===== config.mk =====
export PLATFORM = sky130hd
export DESIGN_NAME = synth_divider_config_port
export DESIGN_NICKNAME = d
export VERILOG_FILES = /design/src/core/synth_cfg_pkg.sv /design/src/core/sync2.sv /design/src/core/mod_counter.sv /design/src/core/synth_divider_config_port.sv
export SDC_FILE = /design/constraint.sdc
export NUM_CORES = 1
export LEC_CHECK = 0
export BUFFER_PORTS_ARGS = -buffer_cell sky130_fd_sc_hd__buf_2
export CAP_MARGIN = 20
export CORE_MARGIN = 8
export CORE_UTILIZATION = 55
export DETAILED_ROUTE_END_ITERATION = 7
export MAX_ROUTING_LAYER = met4
export PLACE_DENSITY_LB_ADDON = 0.05
export SLEW_MARGIN = 20
export SYNTH_ARGS = -nofsm -noshare
export SYNTH_HDL_FRONTEND = slang
export SYNTH_HIERARCHICAL = 1
export SYNTH_SLANG_ARGS = --single-unit

===== constraint.sdc =====
create_clock -name core_clk -period 3.4 [get_ports core_clk]
set_input_delay 0.68 -clock core_clk [delete_from_list [all_inputs] [get_ports core_clk]]
set_output_delay 0.68 -clock core_clk [all_outputs]
set_load 0.02 [all_outputs]

===== src/core/synth_cfg_pkg.sv =====
// Package: constants shared by the synthesizer configuration port
package synth_cfg_pkg;
  localparam int unsigned LOOP_W      = 9;
  localparam int unsigned ODIV_W      = 2;
  localparam int unsigned TSEL_W      = 3;
  localparam int unsigned SHIFT_W     = TSEL_W + ODIV_W + LOOP_W;
  localparam int unsigned REF_PREDIV  = 8;
  localparam int unsigned REF_CNT_W   = 3;
  localparam int unsigned LOOP_MIN    = 200;
  localparam int unsigned LOOP_MAX    = 400;
  // Field positions inside the shift register (last bit shifted sits at bit 0)
  localparam int unsigned LOOP_LSB    = 0;
  localparam int unsigned ODIV_LSB    = LOOP_W;
  localparam int unsigned TSEL_LSB    = LOOP_W + ODIV_W;
  // Output divider select codes
  localparam logic [1:0] ODIV_BY2     = 2'h0;
  localparam logic [1:0] ODIV_BY4     = 2'h1;
  localparam logic [1:0] ODIV_BY8     = 2'h2;
  localparam logic [1:0] ODIV_BY1     = 2'h3;
  // Observation select codes
  localparam logic [2:0] TSEL_SHIFT   = 3'h0;
  localparam logic [2:0] TSEL_HIGH    = 3'h1;
  localparam logic [2:0] TSEL_REF     = 3'h2;
  localparam logic [2:0] TSEL_LOOP    = 3'h3;
  localparam logic [2:0] TSEL_SYNTH   = 3'h4;
  localparam logic [2:0] TSEL_LOW     = 3'h5;
  localparam logic [2:0] TSEL_BYPASS  = 3'h6;
  localparam logic [2:0] TSEL_SYNTH4  = 3'h7;
  localparam logic [2:0] TSEL_RESET   = 3'h0;
  localparam logic [8:0] LOOP_RESET   = 9'h0c8;
  localparam logic [1:0] ODIV_RESET   = 2'h0;
endpackage


===== src/core/sync2.sv =====
// Two-stage synchroniser for asynchronous pins
`timescale 1ns/1ps
module sync2 #(
  parameter int unsigned WIDTH = 1
) (
  // Clock and reset
  input  wire logic             core_clk,
  input  wire logic             reset,
  input  wire logic             clk_en,
  // Data
  input  wire logic [WIDTH-1:0] async_in,
  output logic      [WIDTH-1:0] sync_out
);
  typedef struct packed {
    logic [WIDTH-1:0] s1;
    logic [WIDTH-1:0] s2;
  } sync_state_t;

  sync_state_t st_r;
  sync_state_t st_nxt;

  always_comb begin
    st_nxt = st_r;
    if (clk_en) begin
      st_nxt.s1 = async_in;
      st_nxt.s2 = st_r.s1;
    end
  end

  always_ff @(posedge core_clk) begin
    if (reset) begin
      st_r <= '0;
    end else begin
      st_r <= st_nxt;
    end
  end

  assign sync_out = st_r.s2;
endmodule


===== src/core/mod_counter.sv =====
// Programmable modulus counter with one-cycle terminal pulse and square wave
`timescale 1ns/1ps
module mod_counter #(
  parameter int unsigned WIDTH = 9
) (
  // Clock and reset
  input  wire logic             core_clk,
  input  wire logic             reset,
  input  wire logic             clk_en,
  // Count control
  input  wire logic             step,
  input  wire logic [WIDTH-1:0] modulus,
  // Outputs
  output logic                  wrap,
  output logic                  square
);
  typedef struct packed {
    logic [WIDTH-1:0] cnt;
    logic             sq;
  } cnt_state_t;

  cnt_state_t st_r;
  cnt_state_t st_nxt;
  logic       at_end;

  // A modulus of zero or one wraps on every step
  assign at_end = (st_r.cnt + WIDTH'(1) >= modulus);

  always_comb begin
    st_nxt = st_r;
    if (clk_en && step) begin
      if (at_end) begin
        st_nxt.cnt = '0;
        st_nxt.sq  = ~st_r.sq;
      end else begin
        st_nxt.cnt = st_r.cnt + WIDTH'(1);
      end
    end
  end

  always_ff @(posedge core_clk) begin
    if (reset) begin
      st_r <= '0;
    end else begin
      st_r <= st_nxt;
    end
  end

  assign wrap   = step && at_end;
  assign square = st_r.sq;
endmodule


===== src/core/synth_divider_config_port.sv =====
// Configuration port of the frequency synthesizer: parallel and serial loading, test mux
`timescale 1ns/1ps
module synth_divider_config_port #(
  parameter int unsigned LOOP_W = synth_cfg_pkg::LOOP_W,
  parameter int unsigned ODIV_W = synth_cfg_pkg::ODIV_W
) (
  // Clock, reset, enable
  input  wire logic              core_clk,
  input  wire logic              reset,
  input  wire logic              clk_en,
  // Parallel configuration pins
  input  wire logic              parallel_load_strobe_low,
  input  wire logic [LOOP_W-1:0] loop_div_in,
  input  wire logic [ODIV_W-1:0] out_div_in,
  // Serial configuration pins
  input  wire logic              shift_clock_input,
  input  wire logic              shift_data_in,
  input  wire logic              serial_load_strobe,
  // Oscillator-side ticks (VCO and reference model, same clock domain)
  input  wire logic              vco_tick,
  input  wire logic              ref_tick,
  // Outputs
  output logic                   synth_output,
  output logic                   synth_output_n,
  output logic                   test_out,
  output logic [LOOP_W-1:0]      loop_div_active,
  output logic [ODIV_W-1:0]      out_div_active,
  output logic [2:0]             test_sel_active,
  output logic                   loop_in_range
);
  localparam int unsigned SW = synth_cfg_pkg::SHIFT_W;

  // ------------------------------------------------------------
  // Input synchronisers
  // ------------------------------------------------------------
  logic [LOOP_W+ODIV_W+3:0] pins_s;

  sync2 #(
    .WIDTH(LOOP_W + ODIV_W + 4)
  ) u_sync (
    .core_clk (core_clk),
    .reset    (reset),
    .clk_en   (clk_en),
    .async_in ({parallel_load_strobe_low, loop_div_in, out_div_in,
                shift_clock_input, shift_data_in, serial_load_strobe}),
    .sync_out (pins_s)
  );

  logic              pload_s;
  logic [LOOP_W-1:0] loop_s;
  logic [ODIV_W-1:0] odiv_s;
  logic              sclk_s;
  logic              sdata_s;
  logic              sload_s;

  assign {pload_s, loop_s, odiv_s, sclk_s, sdata_s, sload_s} = pins_s;

  // ------------------------------------------------------------
  // State
  // ------------------------------------------------------------
  typedef struct packed {
    logic              pload_d;
    logic              sclk_d;
    logic              sload_d;
    logic [SW-1:0]     shreg;
    logic [LOOP_W-1:0] loop_div;
    logic [ODIV_W-1:0] out_div;
    logic [2:0]        test_sel;
    logic [2:0]        ref_cnt;
    logic              ref_sq;
    logic [2:0]        synth_q;
    logic              test_q;
  } cfg_state_t;

  cfg_state_t st_r;
  cfg_state_t st_nxt;

  logic sclk_rise;
  logic sload_fall;
  logic bypass;
  logic count_step;
  logic loop_wrap;
  logic loop_sq;
  logic odiv_wrap;
  logic odiv_sq;
  logic odiv_tick;
  logic test_nxt;

  assign sclk_rise  = sclk_s & ~st_r.sclk_d;
  assign sload_fall = ~sload_s & st_r.sload_d;
  assign bypass     = (st_r.test_sel == synth_cfg_pkg::TSEL_BYPASS);
  // In bypass both dividers step on the shift clock rather than the VCO
  assign count_step = bypass ? sclk_rise : vco_tick;

  // Output divider ratio from select code
  function automatic logic [3:0] odiv_ratio(input logic [1:0] sel);
    unique case (sel)
      synth_cfg_pkg::ODIV_BY2: odiv_ratio = 4'h2;
      synth_cfg_pkg::ODIV_BY4: odiv_ratio = 4'h4;
      synth_cfg_pkg::ODIV_BY8: odiv_ratio = 4'h8;
      synth_cfg_pkg::ODIV_BY1: odiv_ratio = 4'h1;
    endcase
  endfunction

  // Loop counter: the PLL feedback divider; in bypass its narrow pulse is not 50% duty
  mod_counter #(
    .WIDTH(LOOP_W)
  ) u_loop (
    .core_clk (core_clk),
    .reset    (reset),
    .clk_en   (clk_en),
    .step     (count_step),
    .modulus  (st_r.loop_div),
    .wrap     (loop_wrap),
    .square   (loop_sq)
  );

  // Output divider counts half periods so the output toggles at the ratio
  mod_counter #(
    .WIDTH(4)
  ) u_odiv (
    .core_clk (core_clk),
    .reset    (reset),
    .clk_en   (clk_en),
    .step     (count_step),
    .modulus  (odiv_ratio(st_r.out_div)),
    .wrap     (odiv_wrap),
    .square   (odiv_sq)
  );

  assign odiv_tick = odiv_wrap;

  // ------------------------------------------------------------
  // Next state
  // ------------------------------------------------------------
  always_comb begin
    st_nxt  = st_r;
    test_nxt = 1'b0;
    st_nxt.pload_d = pload_s;
    st_nxt.sclk_d  = sclk_s;
    st_nxt.sload_d = sload_s;

    if (!pload_s) begin
      // Transparent parallel latches; the last value before the rise is kept
      st_nxt.loop_div = loop_s;
      st_nxt.out_div  = odiv_s;
      st_nxt.test_sel = synth_cfg_pkg::TSEL_RESET;
    end else begin
      if (sclk_rise) begin
        st_nxt.shreg = {st_r.shreg[SW-2:0], sdata_s};
      end
      // Serial latches follow the shift register while the strobe is high,
      // so the value present at its falling edge is what stays
      if (sload_s || sload_fall) begin
        st_nxt.loop_div = st_r.shreg[synth_cfg_pkg::LOOP_LSB +: LOOP_W];
        st_nxt.out_div  = st_r.shreg[synth_cfg_pkg::ODIV_LSB +: ODIV_W];
        st_nxt.test_sel = st_r.shreg[synth_cfg_pkg::TSEL_LSB +: 3];
      end
    end

    // Reference divided by 8
    if (ref_tick) begin
      st_nxt.ref_cnt = st_r.ref_cnt + 3'h1;
      if (st_r.ref_cnt == 3'(synth_cfg_pkg::REF_PREDIV / 2 - 1)) begin
        st_nxt.ref_cnt = '0;
        st_nxt.ref_sq  = ~st_r.ref_sq;
      end
    end

    // Synthesized output toggles per half period; bit 2 is output divided by four
    if (odiv_tick) begin
      st_nxt.synth_q = st_r.synth_q + 3'h1;
    end

    unique case (st_r.test_sel)
      synth_cfg_pkg::TSEL_SHIFT:  test_nxt = st_r.shreg[SW-1];
      synth_cfg_pkg::TSEL_HIGH:   test_nxt = 1'b1;
      synth_cfg_pkg::TSEL_REF:    test_nxt = st_r.ref_sq;
      synth_cfg_pkg::TSEL_LOOP:   test_nxt = loop_sq;
      synth_cfg_pkg::TSEL_SYNTH:  test_nxt = odiv_sq;
      synth_cfg_pkg::TSEL_LOW:    test_nxt = 1'b0;
      synth_cfg_pkg::TSEL_BYPASS: test_nxt = loop_wrap;
      synth_cfg_pkg::TSEL_SYNTH4: test_nxt = st_r.synth_q[2];
    endcase
    // Observation latch held in reset: first test bit of the shifted data shows
    if (!pload_s) begin
      test_nxt = st_r.shreg[SW-1];
    end
    st_nxt.test_q = test_nxt;

    if (!clk_en) begin
      st_nxt = st_r;
    end
  end

  always_ff @(posedge core_clk) begin
    if (reset) begin
      st_r          <= '0;
      st_r.loop_div <= synth_cfg_pkg::LOOP_RESET;
      st_r.out_div  <= synth_cfg_pkg::ODIV_RESET;
    end else begin
      st_r <= st_nxt;
    end
  end

  // ------------------------------------------------------------
  // Outputs
  // ------------------------------------------------------------
  assign synth_output     = odiv_sq;
  assign synth_output_n   = ~odiv_sq;
  assign test_out         = st_r.test_q;
  assign loop_div_active  = st_r.loop_div;
  assign out_div_active   = st_r.out_div;
  assign test_sel_active  = st_r.test_sel;
  // Flag only; the controller keeps the value legal
  assign loop_in_range    = (st_r.loop_div >= LOOP_W'(synth_cfg_pkg::LOOP_MIN)) &&
                            (st_r.loop_div <= LOOP_W'(synth_cfg_pkg::LOOP_MAX));
endmodule


==> run metrics <==
synth warn=6; NumNets Final=roughly 500; Via Count=~3000; hold crit path type=reg2reg; Switching Share=25.4%; Clock Path Buffers=2; RePlAce Congestion=a little under 0.8; syn_area_per_cell=8.99 um2; CTS sink count=a little over 80; crit path kind=reg2reg; vias in the first global route=about 2800; largest net degree at the start of global routing=39; total power density per cell area=between 400 and 500 mW/mm2; switching pwr=~520 uW; total grt overflow=0; mapped cell area=~0.0042 mm2; P_leak=~1.8 nW; Routed WL per cell=13.5 um; clock latency at the later pin of the worst-skew pair=about 350 ps; # DRC=0; Total Die Area=approximately 0.011 mm2; count leader, synth=dfxtp_1; hold-fix buffers at CTS=0; Final Hold Fails=0; post-synth top area share=around two fifths; Final TNS setup=0 ps; most frequent cells after synthesis=dfxtp_1 (83), nor2_1 (62), nand2_1 (58), mux2i_1 (43), a21oi_1 (37); Initial Utilization=a little under three fifths; FF-to-FF Start=u_loop/st_r[1]; Via density=just over 5; Slew Viols, Final=0; DRT iter0 DRCs=95; clk slew on worst S/H paths=90 ps; Setup violations, final=0; Core Region=about 0.0076 mm2; Max-Cap Viols=0; Synth area leaders=dfxtp_1 (40%), mux2i_1 (10%), buf_4 (5.5%); FMAX=0.342 GHz; sequential power share=50.5%; I/O pins=38; WL final=around 8000 um; flop and latch count out of synthesis=just over 80; CTS tree=yes; Area growth, synth to finish=4.38%; Seq/Total Area, Yosys=about 40%; postcts setup bufs=0; Pre-antenna DRT Iters=5; Synth area leader=dfxtp_1; Crit. End Element=flop; n_diodes=0; initial antenna violation count=0; critical path peak fanout=6; Worst-Margin Slew=~840 ps; share of flip-flops with an asynchronous set or reset=0%; Fin Hold WS=between 400 and 500 ps; ANT nets after route=0; Worst EP arrival=between 3000 and 4000 ps; IO Port Bufs=37; quantity of gates resized following cts=0; clk root buf=clkbuf_8; Finished Cell Area=0.00438 mm2; Clock Power Share=a little under 40%; Die X=a little over 100 um; H-Tree Depth=3; share of cells above drive strength 1=16.9%; Post-Layout Cell Count=between 500 and 600; TritonCTS Buffers=9; Post-Place Cell Area=approximately 0.0042 mm2; share of total power in combinational logic=just over 10%; Synth Flop Type=dfxtp_1; crit start category=flop; GRT Total Usage=15.9%; Synthesized Nets=about 500; first-pass GRT wire length=between 10000 and 15000 um; distinct cell type count after synthesis=55; peak supply drop=0.000296 V; result of the run=finished clean; Min Clock Period, post-route=between 2000 and 3000 ps; post-placement cell count=559; CP Launch Point=u_loop/st_r[1]; P_int=around 1.5 mW; Final HPWL DP=about 5400 um; Req. time, crit path=between 3000 and 4000 ps; number of synthesized flops with an enable pin=0; Rel. slew slack=between 40 and 50%; Hold Crit Start=st_r[7]; die height=103 um; RSZ-0062 raised after global routing=no; Mapped Cells=467; skew final=~13 ps; number of placement rows=32; fin crit share=about 86%
## registers in the layout, summed over array words and instances (netlist names), 2 cells and up
register         count
out_div_active       2
u_loop/st_r          9
u_sync/st_r         15
st_r                23
u_odiv/st_r          4
test_sel_active      3
loop_div_active      9
u_sync/sync_out     15
## final cells by class
type | instances | area [um2]
fill | 709 | 3180
clock buffer | 10 | 138
inverter | 14 | 55.1
timing repair buffer | 43 | 230
multi-input combinational | 317 | 2080
tap | 102 | 128
clock inverter | 6 | 93.8
sequential | 83 | 1660
## worst paths after layout
check,to,slack [ps],cells past startpoint
worst max register to register,test_out,480,14
worst min-delay path,st_r[7],440,2
worst min register to register,st_r[7],440,2
worst max-delay path,test_out,480,14
## cells by family (layout without fill, tap and decap cells)
family                     Yosys count  count (layout)  synth area share, %
and+or+nand+nor                    169             169                 18.2
AOI/OAI and AO/OA                   74              74                 12.8
DFF                                 83              83                 39.6
adders and majority gates           17              17                 5.07
muxes                               45              45                 10.8
buffers and inverters               67              73                 11.0
xor gates and xnor gates            12              12                 2.68
## power groups by stage
stage / sequential [mW] / combinational, mW / clock [mW]
6_report: 1.03 / 0.208 / 0.808
3_3_place_gp: 1.06 / 0.206 / 0
2_1_floorplan: 1.05 / 0.190 / 0
5_1_grt: 1.04 / 0.233 / 0.864
4_1_cts: 1.04 / 0.210 / 0.828
3_5_place_dp: 1.06 / 0.209 / 0
## layer usage
layer  up-vias  track usage (%)  part of all wire, %
met2        40             25.2                   45
li1       1558                -                    -
met3         5             4.08                  3.2
met1      1382             19.8                   51
met4         0             3.78                 0.78
met5         -                -                    0
## per-stage QoR
| stage | setup slack (ps) | total power [mW] | util, % |
|---|---|---|---|
| global placement | 570 | 1.26 | 54.9 |
| floorplan | 503 | 1.24 | - |
| global route | 226 | 2.14 | 57.9 |
| finish | 476 | 2.05 | 57.9 |
| detailed placement | 495 | 1.27 | 54.9 |
| CTS | 464 | 2.07 | 57.9 |
## worst max-delay path, cell delays in order, from the launching register on
cell and delay [ps]:
dfxtp_1 440, ha_1 280, nand2_1 80, or2_4 260
nor2_4 120, xor2_2 170, ha_1 280, a21oi_1 120
o21ai_0 110, a211oi_2 250, nor2b_1 70, mux2_2 260
o22ai_1 140, nand4_1 100, and4_1 160
## cell usage in the layout (no fill, tap or decap), types with 2 or more instances in the layout
master     count
nor3_1         5
o31ai_1        2
buf_4          6
inv_1         13
xor2_1         7
nor2_1        62
mux2_2         2
o21ai_0        6
bufinv_16      2
a21oi_1       37
o22ai_1        2
nor3b_1        3
mux2i_1       43
o21ai_1        2
dfxtp_1       83
a211o_1        3
a31oi_1        2
buf_2         37
a211oi_2       9
clkbuf_8      10
nor2b_1       10
nand3_1       12
ha_1          17
inv_6          2
xnor2_1        4
nand2_1       58
nand4_1        6
(Power assumes the default switching activity.)
